===== config.mk =====
export PLATFORM = sky130hd
export DESIGN_NAME = gda_acquisition
export DESIGN_NICKNAME = d
export VERILOG_FILES = /design/src/design/gda_pkg.sv /design/src/design/gda_acquisition.sv
export SDC_FILE = /design/constraint.sdc
export NUM_CORES = 1
export LEC_CHECK = 0
export BUFFER_PORTS_ARGS = -buffer_cell sky130_fd_sc_hd__buf_2
export CORE_MARGIN = 5
export CORE_UTILIZATION = 60
export CTS_BUF_LIST = sky130_fd_sc_hd__clkbuf_4 sky130_fd_sc_hd__clkbuf_8
export CTS_CLUSTER_SIZE = 28
export DETAILED_ROUTE_END_ITERATION = 12
export GPL_TIMING_DRIVEN = 0
export PLACE_DENSITY_LB_ADDON = 0.1
export SKIP_LAST_GASP = 1
export SYNTH_ARGS = -nofsm -noshare
export SYNTH_HDL_FRONTEND = slang
export SYNTH_SLANG_ARGS = --single-unit

===== constraint.sdc =====
create_clock -name clk_i -period 20.4 [get_ports clk_i]
set_input_delay 5.1 -clock clk_i [delete_from_list [all_inputs] [get_ports clk_i]]
set_output_delay 5.1 -clock clk_i [all_outputs]
set_load 0.02 [all_outputs]

===== src/design/gda_pkg.sv =====
// constants for the gauge data acquisition block
package gda_pkg;
   localparam int unsigned CLK_FREQ_HZ      = 250_000_000;
   localparam int unsigned TICK_PERIOD_S    = 1;
   localparam int unsigned TICK_CYCLES      = CLK_FREQ_HZ * TICK_PERIOD_S;
   localparam int unsigned HIST_DEPTH       = 4;
   localparam int unsigned ADC_W            = 16;
   localparam int unsigned ACC_W            = 32;
   localparam int unsigned CAP_W            = 32;
   localparam logic [31:0] CAP_RESET        = 32'h0000_0000;
   localparam logic        TEMP_SRC_EXT     = 1'b0;
   localparam logic        TEMP_SRC_INT     = 1'b1;
endpackage


===== src/design/gda_acquisition.sv =====
// gauge data acquisition: voltage, charge, current and temperature refresh
`timescale 1ns/1ps
`default_nettype none
module gda_acquisition
   import gda_pkg::*;
#(
   parameter int unsigned TICK_CYC = TICK_CYCLES
)
(
   input  wire logic                    clk_i,                  // 250 MHz clock
   input  wire logic                    rst_i,                  // async reset, high
   input  wire logic                    normal_mode_i,          // normal mode active
   input  wire logic [ADC_W-1:0]        cell_sense_input_i,     // cell voltage sample
   input  wire logic signed [ADC_W-1:0] sense_pos_input_i,      // sense resistor plus side
   input  wire logic signed [ADC_W-1:0] sense_neg_input_i,      // sense resistor minus side
   input  wire logic [ADC_W-1:0]        thermistor_input_i,     // external thermistor sample
   input  wire logic [ADC_W-1:0]        int_temp_i,             // on-chip sensor sample
   input  wire logic                    temp_source_select_i,   // 0 external, 1 internal
   input  wire logic                    temp_query_i,           // host temperature query
   output logic [ADC_W-1:0]             voltage_o,              // reported cell voltage
   output logic signed [CAP_W-1:0]      remaining_charge_o,     // remaining charge count
   output logic signed [ACC_W-1:0]      current_o,              // reported current
   output logic [ADC_W-1:0]             temperature_o,          // reported temperature
   output logic [ADC_W-1:0]             temp_answer_o,          // query answer data
   output logic                         temp_answer_valid_o,    // query answer strobe
   output logic                         charging_o,             // charge activity
   output logic                         discharging_o,          // discharge activity
   output logic                         tick_o                  // one-second tick pulse
);

   typedef struct packed {
      logic [31:0]                      tick_cnt;
      logic                             tick;
      logic signed [ACC_W-1:0]          acc;
      // packed so the whole state stays one registered word
      logic [HIST_DEPTH-1:0][ACC_W-1:0] hist;
      logic [ADC_W-1:0]                 volt;
      logic signed [CAP_W-1:0]          cap;
      logic signed [ACC_W-1:0]          cur;
      logic [ADC_W-1:0]                 temp;
      logic [ADC_W-1:0]                 ans;
      logic                             ans_v;
      logic                             chg;
      logic                             dsg;
   } gda_state_s;

   gda_state_s state_reg;
   gda_state_s state_next;

   logic signed [ADC_W:0]   vsr_diff;
   logic signed [ACC_W-1:0] vsr_ext;
   logic signed [ACC_W+1:0] hist_sum;
   logic                    tick_now;

   // history average approximates current over the last four seconds
   function automatic logic signed [ACC_W+1:0] hist_total(input gda_state_s s);
      logic signed [ACC_W+1:0] t;
      t = '0;
      for (int i = 0; i < HIST_DEPTH; i++)
         t = t + (ACC_W+2)'($signed(s.hist[i]));
      return t;
   endfunction

   always_comb
   begin
      state_next = state_reg;
      vsr_diff   = (ADC_W+1)'(sense_pos_input_i) - (ADC_W+1)'(sense_neg_input_i);
      vsr_ext    = ACC_W'(vsr_diff);
      tick_now   = (state_reg.tick_cnt == 32'(TICK_CYC - 1));
      hist_sum   = hist_total(state_reg);
      state_next.tick     = 1'b0;
      state_next.tick_cnt = state_reg.tick_cnt + 32'h1;
      if (tick_now)
      begin
         state_next.tick_cnt = 32'h0;
         state_next.tick     = normal_mode_i;
      end
      state_next.chg = (vsr_diff > 0);
      state_next.dsg = (vsr_diff < 0);
      state_next.acc = state_reg.acc + vsr_ext;
      if (state_reg.tick)
      begin
         state_next.volt = cell_sense_input_i;
         state_next.cap  = state_reg.cap + CAP_W'(state_reg.acc);
         state_next.acc  = vsr_ext;
         state_next.hist[0] = state_reg.acc;
         for (int i = 1; i < HIST_DEPTH; i++)
            state_next.hist[i] = state_reg.hist[i-1];
         state_next.cur = ACC_W'(hist_sum >>> 2);
         state_next.temp = (temp_source_select_i == TEMP_SRC_INT) ?
                           int_temp_i : thermistor_input_i;
      end
      state_next.ans_v = temp_query_i;
      if (temp_query_i)
         state_next.ans = state_reg.temp;
   end

   always_ff @(posedge clk_i or posedge rst_i)
   begin
      if (rst_i)
         state_reg <= '0;
      else
         state_reg <= state_next;
   end

   assign voltage_o           = state_reg.volt;
   assign remaining_charge_o  = state_reg.cap;
   assign current_o           = state_reg.cur;
   assign temperature_o       = state_reg.temp;
   assign temp_answer_o       = state_reg.ans;
   assign temp_answer_valid_o = state_reg.ans_v;
   assign charging_o          = state_reg.chg;
   assign discharging_o       = state_reg.dsg;
   assign tick_o              = state_reg.tick;

   property p_tick_period;
      @(posedge clk_i) disable iff (rst_i)
      tick_o |-> state_reg.tick_cnt == 32'h0;
   endproperty
   a_tick_period: assert property (p_tick_period) else $error("tick off period");

   property p_voltage;
      @(posedge clk_i) disable iff (rst_i)
      tick_o |=> voltage_o == $past(cell_sense_input_i);
   endproperty
   a_voltage: assert property (p_voltage) else $error("voltage not sampled");

   property p_volt_hold;
      @(posedge clk_i) disable iff (rst_i)
      !tick_o |=> $stable(voltage_o);
   endproperty
   a_volt_hold: assert property (p_volt_hold) else $error("voltage changed early");

   property p_charge;
      @(posedge clk_i) disable iff (rst_i)
      (sense_pos_input_i > sense_neg_input_i) |=> charging_o && !discharging_o;
   endproperty
   a_charge: assert property (p_charge) else $error("charge not flagged");

   property p_discharge;
      @(posedge clk_i) disable iff (rst_i)
      (sense_pos_input_i < sense_neg_input_i) |=> discharging_o && !charging_o;
   endproperty
   a_discharge: assert property (p_discharge) else $error("discharge not flagged");

   property p_cap;
      @(posedge clk_i) disable iff (rst_i)
      tick_o |=> remaining_charge_o == $past(remaining_charge_o) + CAP_W'($past(state_reg.acc));
   endproperty
   a_cap: assert property (p_cap) else $error("charge not applied");

   property p_hist;
      @(posedge clk_i) disable iff (rst_i)
      tick_o |=> state_reg.hist[1] == $past(state_reg.hist[0]) &&
                 state_reg.hist[0] == $past(state_reg.acc) &&
                 state_reg.hist[3] == $past(state_reg.hist[2]);
   endproperty
   a_hist: assert property (p_hist) else $error("history not shifted");

   property p_cur_hold;
      @(posedge clk_i) disable iff (rst_i)
      !tick_o |=> $stable(current_o);
   endproperty
   a_cur_hold: assert property (p_cur_hold) else $error("current changed early");

   property p_temp;
      @(posedge clk_i) disable iff (rst_i)
      tick_o |=> temperature_o == ($past(temp_source_select_i) ?
                 $past(int_temp_i) : $past(thermistor_input_i));
   endproperty
   a_temp: assert property (p_temp) else $error("wrong temperature source");

   property p_query;
      @(posedge clk_i) disable iff (rst_i)
      temp_query_i |=> temp_answer_valid_o && temp_answer_o == $past(temperature_o);
   endproperty
   a_query: assert property (p_query) else $error("query answer wrong");

   property p_temp_hold;
      @(posedge clk_i) disable iff (rst_i)
      !tick_o |=> $stable(temperature_o);
   endproperty
   a_temp_hold: assert property (p_temp_hold) else $error("temperature changed early");

   // independent four-entry sum for the current check
   logic signed [ACC_W+1:0] hist_chk;
   assign hist_chk = (ACC_W+2)'($signed(state_reg.hist[0]))
                   + (ACC_W+2)'($signed(state_reg.hist[1]))
                   + (ACC_W+2)'($signed(state_reg.hist[2]))
                   + (ACC_W+2)'($signed(state_reg.hist[3]));

   property p_cur;
      @(posedge clk_i) disable iff (rst_i)
      tick_o |=> current_o == ACC_W'($past(hist_chk) >>> 2);
   endproperty
   a_cur: assert property (p_cur) else $error("current not from history");

   // outside normal mode the counter runs on but voltage, charge, current, history and temperature do not refresh
   property p_no_tick;
      @(posedge clk_i) disable iff (rst_i)
      !normal_mode_i |=> !tick_o;
   endproperty
   a_no_tick: assert property (p_no_tick) else $error("tick outside normal mode");

   property p_tick_gap;
      @(posedge clk_i) disable iff (rst_i)
      tick_o |=> !tick_o;
   endproperty
   a_tick_gap: assert property (p_tick_gap) else $error("tick longer than one cycle");

   property p_acc_restart;
      @(posedge clk_i) disable iff (rst_i)
      tick_o |=> state_reg.acc == ACC_W'($past(vsr_diff));
   endproperty
   a_acc_restart: assert property (p_acc_restart) else $error("integrator not restarted");

   property p_ans_pulse;
      @(posedge clk_i) disable iff (rst_i)
      !temp_query_i |=> !temp_answer_valid_o;
   endproperty
   a_ans_pulse: assert property (p_ans_pulse) else $error("answer without query");

   c_tick:  cover property (@(posedge clk_i) disable iff (rst_i) tick_o);
   c_chg:   cover property (@(posedge clk_i) disable iff (rst_i) charging_o ##1 discharging_o);
   c_query: cover property (@(posedge clk_i) disable iff (rst_i) temp_answer_valid_o);
   c_int:   cover property (@(posedge clk_i) disable iff (rst_i) tick_o && temp_source_select_i);

endmodule
`default_nettype wire


# == Word-level counts from Yosys, hierarchy flattened ==
# Cells that the tools add are included.
# totals
register_bits,308
latchBits,0
ram_bits,0
rom_bits,0
inputBits,85
elab_cells,28
mem_count,0
# op_classes
n_addsub,7
n_mul,0
n_div,0
magnitude_cmp,2
n_eq_ne,1
shifts,0
n_mux,3
n_bitwise,0
n_reduce_logical,0
# op_table
cell,count
2-to-1 mux 256 bit,1
adder 33 x 32 -> 34 bit,1
adder 34 x 32 -> 34 bit,1
adder 32 x 32 -> 33 bit,1
2-to-1 mux 33 bit,1
"adder 32 x 1 -> 32 bit, second input constant",1
adder 32 x 17 -> 32 bit,1
adder 32 bit,1
"equality test 32 x 28 -> 1 bit, second input constant",1
"greater-than comparator 17 x 1 -> 1 bit, second input constant",1
"less-than comparator 17 x 1 -> 1 bit, second input constant",1
subtractor 16 x 16 -> 17 bit,1
2-to-1 mux 16 bit,1

# == Logic depth before layout (Yosys ltp) ==
# logic_depth
ltp_word,4
ltp_mapped,21

# == Least setup slack after synthesis ==
# No wires, ideal clock.
# synth_timing
path_type,input to register
startpoint,in sense_neg_input_i[4]
endpoint,reg state_reg[271] in the netlist's numbering
arrival_ns,9.206
required_ns,20.329
setup_slack_ns,11.124
cell_stages,21
path_buffers,0
path_cell_list,inv_1 -> ha_1 -> or4_1 -> o21ai_0 -> a21oi_1 -> a41oi_1 -> a221oi_1 -> a21o_1 -> a21oi_1 -> xor2_1 -> inv_1 -> ha_1 -> a21o_1 -> a21oi_1 -> o21ai_0 -> a211oi_1 -> a21oi_2 -> a311oi_4 -> nor2_2 -> or4_1 -> nand4_1
# synth_rtl
element,line,rtl
"start, declared",gda_acquisition.sv:15,"input wire logic signed [ADC_W-1:0] sense_neg_input_i,"
"end signal, assigned",gda_acquisition.sv:103,state_reg <= state_next;
"end, declared",gda_acquisition.sv:47,gda_state_s state_reg;

==> metrics <==
outcome=completed; Chip Height=189 um; max_slew headroom=around 9%; Crit. End Element=flip-flop; CORE AREA=between 30000 and 40000 um^2; cell count along the critical path=18; antenna fix cells=0; Max-Cap Viols=0; total CTS buffers=between 50 and 60; first-pass GRT wire length=approximately 70000 um; Slowest cell on crit path=a31oi_2; GRT Residual Overflow=0; routed wire length=43400 um; worst r2r src=state_reg[129]; Root Buffer=clkbuf_8; Distinct cells, synth=72; RD Place Congestion=~0.9; Fin Clk Skew=~0.023 ns; Cell Pwr Density=84.1 nW/um^2; hold buffer count at cts=0; post-synthesis register bit count=between 300 and 400; Final HPWL DP=32500 um; crit start category=input pin; Setup Buffers After CTS=0; Post-DRT Antenna Nets=0; final count of hold timing violations=0; Final Max Slew Viols=0; synthesized net count=roughly 2.0k; layout overhead on the synthesized area=14.4%; CTS Buffer Depth=3; RSZ-0062 raised after global routing=false; PortBufs=approximately 200; cells on worst reg2reg path=12; Clk pin slew, worst setup/hold paths=around 0.060 ns; cell family with most CP delay=compound AO/OA/AOI/OAI gates; r2r setup slk=16.14 ns; # IOs=~200; H-tree depth=2; Avg Synthesized Cell Area=approximately 11 um^2; warnings from Yosys=0; crit path DAT=10.02 ns; sequential area share after synthesis=between 40% and 50%; Pre-antenna DRT Iters=5; Max stage delay on crit path=roughly 1.1 ns; Main synth FF type=dfrtp_1; hold crit path type=reg -> reg; Via Count=about 14k; layout cells sized above 1=a little under a third; Crit. Startpoint=sense_pos_input_i[2]; total DRC errors in the routed layout=0; # fillers=2396; Tot GR Track Use=24.5%; Die Area=35700 um^2; Starting DRT DRC Count=927; setup TNS=0 ns; P_leak=between 10 and 15 nW; wire per inst=17.6 um; TritonCTS Sinks=308; clock insertion delay at the later pin of the skew report=0.60 ns; Final Cycle Share=46.5%; fin nets=around 2.3k; worst r2r dst=current_o[31]; Buf/Inv on CP=1; CTS tree=yes; max reg flops=about 190; Achievable Freq=about 110 MHz; critical path, cell by cell=buf_2 > ha_1 > nor2b_1 > o31a_1 > o31a_1 > o21ai_1 > nand2b_1 > a31oi_2 > ha_1 > and3_1 > and2_1 > o2111a_1 > a21oi_2 > a21oi_2 > a311oi_4 > nor2_2 > or4_1 > nand4_1; synthesized cell area=19200 um^2; final setup fails=0; vias in the first global route=about 14k; Period minus WS final=9.49 ns; post-cts gate resize count=0; Vias per Instance=roughly 5.7; DIE WIDTH=roughly 190 um; CP required=between 20 and 25 ns; Hold WS=0.474 ns; Syn Inst Count=between 1.5k and 2k; Post-synth ARST share=100%; worst setup path endpoint=state_reg[271]; Post-synth EDFFs=0; largest net degree at the start of global routing=around 120; antenna violations before repair=0; maximum net fanout on the critical path=26; initial core utilization=about three fifths; IR drop worst, VDD=about 0.064 mV; # rows=65; crit path kind=in -> reg; Slew @ Worst Pin=1.36 ns
placed cells by master (no fill, tap or decap), types with 11 or more instances in the layout:
| master | Yosys | final |
|---|---|---|
| xor2_1 | 44 | 44 |
| nor3_1 | 25 | 25 |
| nand2_1 | 92 | 92 |
| xnor2_1 | 70 | 70 |
| nand3_1 | 33 | 33 |
| buf_4 | 112 | 112 |
| o21ai_1 | 14 | 14 |
| nand4_1 | 16 | 16 |
| buf_2 | 0 | 199 |
| nand2b_1 | 11 | 11 |
| o21ai_0 | 66 | 66 |
| ha_1 | 111 | 111 |
| and3_1 | 13 | 13 |
| clkbuf_4 | 0 | 14 |
| a21o_1 | 41 | 41 |
| clkbuf_1 | 45 | 45 |
| mux2_2 | 200 | 200 |
| fa_1 | 68 | 68 |
| o21a_1 | 18 | 18 |
| nor2_1 | 108 | 108 |
| a31oi_1 | 17 | 17 |
| inv_1 | 58 | 57 |
| clkbuf_8 | 0 | 74 |
| nor2b_1 | 14 | 14 |
| dfrtp_1 | 308 | 308 |
| mux2i_1 | 22 | 22 |
| a21oi_1 | 116 | 116 |
| a211oi_1 | 17 | 17 |
cell type report:
class	instances	area [um^2]	area share [%]
flip-flops and latches	308	7710	35.1
well taps	402	503	2.29
clock buffers	88	1120	5.12
repair buffers	201	1050	4.79
plain buffers	161	1020	4.67
inverters	59	229	1.04
multi-input cells	1236	10200	46.7
clock inverters	8	68.8	0.313
cell families (layout without fill, tap and decap cells):
kind of cell / Yosys count / count (layout) / share of synthesized area [%]
mux: 222 / 222 / 12.9
xor+xnor: 114 / 114 / 5.20
flops: 308 / 308 / 40.2
fa+ha+maj: 179 / 179 / 14.3
compound gates: 361 / 361 / 12.0
buf+inv: 220 / 517 / 6.49
simple gates: 360 / 360 / 8.96
Yosys cell counts (41+ instances only):
cell type / count / area [um^2]
nand2_1: 92 / 345
a21oi_1: 116 / 581
a21o_1: 41 / 308
clkbuf_1: 45 / 169
mux2_2: 200 / 2250
dfrtp_1: 308 / 7710
buf_4: 112 / 841
ha_1: 111 / 1390
o21ai_0: 66 / 330
nor2_1: 108 / 405
fa_1: 68 / 1360
xnor2_1: 70 / 613
xor2_1: 44 / 385
inv_1: 58 / 218
per-layer routing:
metal  global-route usage (%)  share of wire [%]  up-vias
met5                        0                  0        -
met4                     6.61                2.6        0
met3                     5.60                6.5       80
met2                     39.9                 46      379
met1                     33.5                 45     6752
li1                         -                  -     6726
metrics by stage:
stage               total power [mW]  instance area, um^2  util, %  worst slack [ns]  instances
floorplan                       1.12                19200        -              6.78       1764
global placement                1.22                20700     65.6              3.51       2365
detailed placement              1.23                20800     65.8             10.39       2367
CTS                             1.85                21900     69.5             11.01       2463
global route                    1.96                22000     69.6             10.70       2463
finish                          1.85                22000     69.6             10.91       2463
report_power, final:
group / switching, mW / internal, mW
sequential: 0.0502 / 0.651
combinational: 0.301 / 0.232
clock: 0.253 / 0.359
how the worst min path moves through the flow:
stage	endpoint	start	cells past startpoint	slack [ns]
finish	state_reg[282]	state_reg[282]	1	0.47
global route	state_reg[282]	state_reg[282]	1	0.49
CTS	state_reg[282]	state_reg[282]	1	0.47
detailed placement	state_reg[282]	state_reg[282]	1	0.46
global placement	state_reg[147]	state_reg[115]	2	0.46
floorplan	state_reg[282]	state_reg[282]	1	0.44
Power figures use the tool's default switching activity.
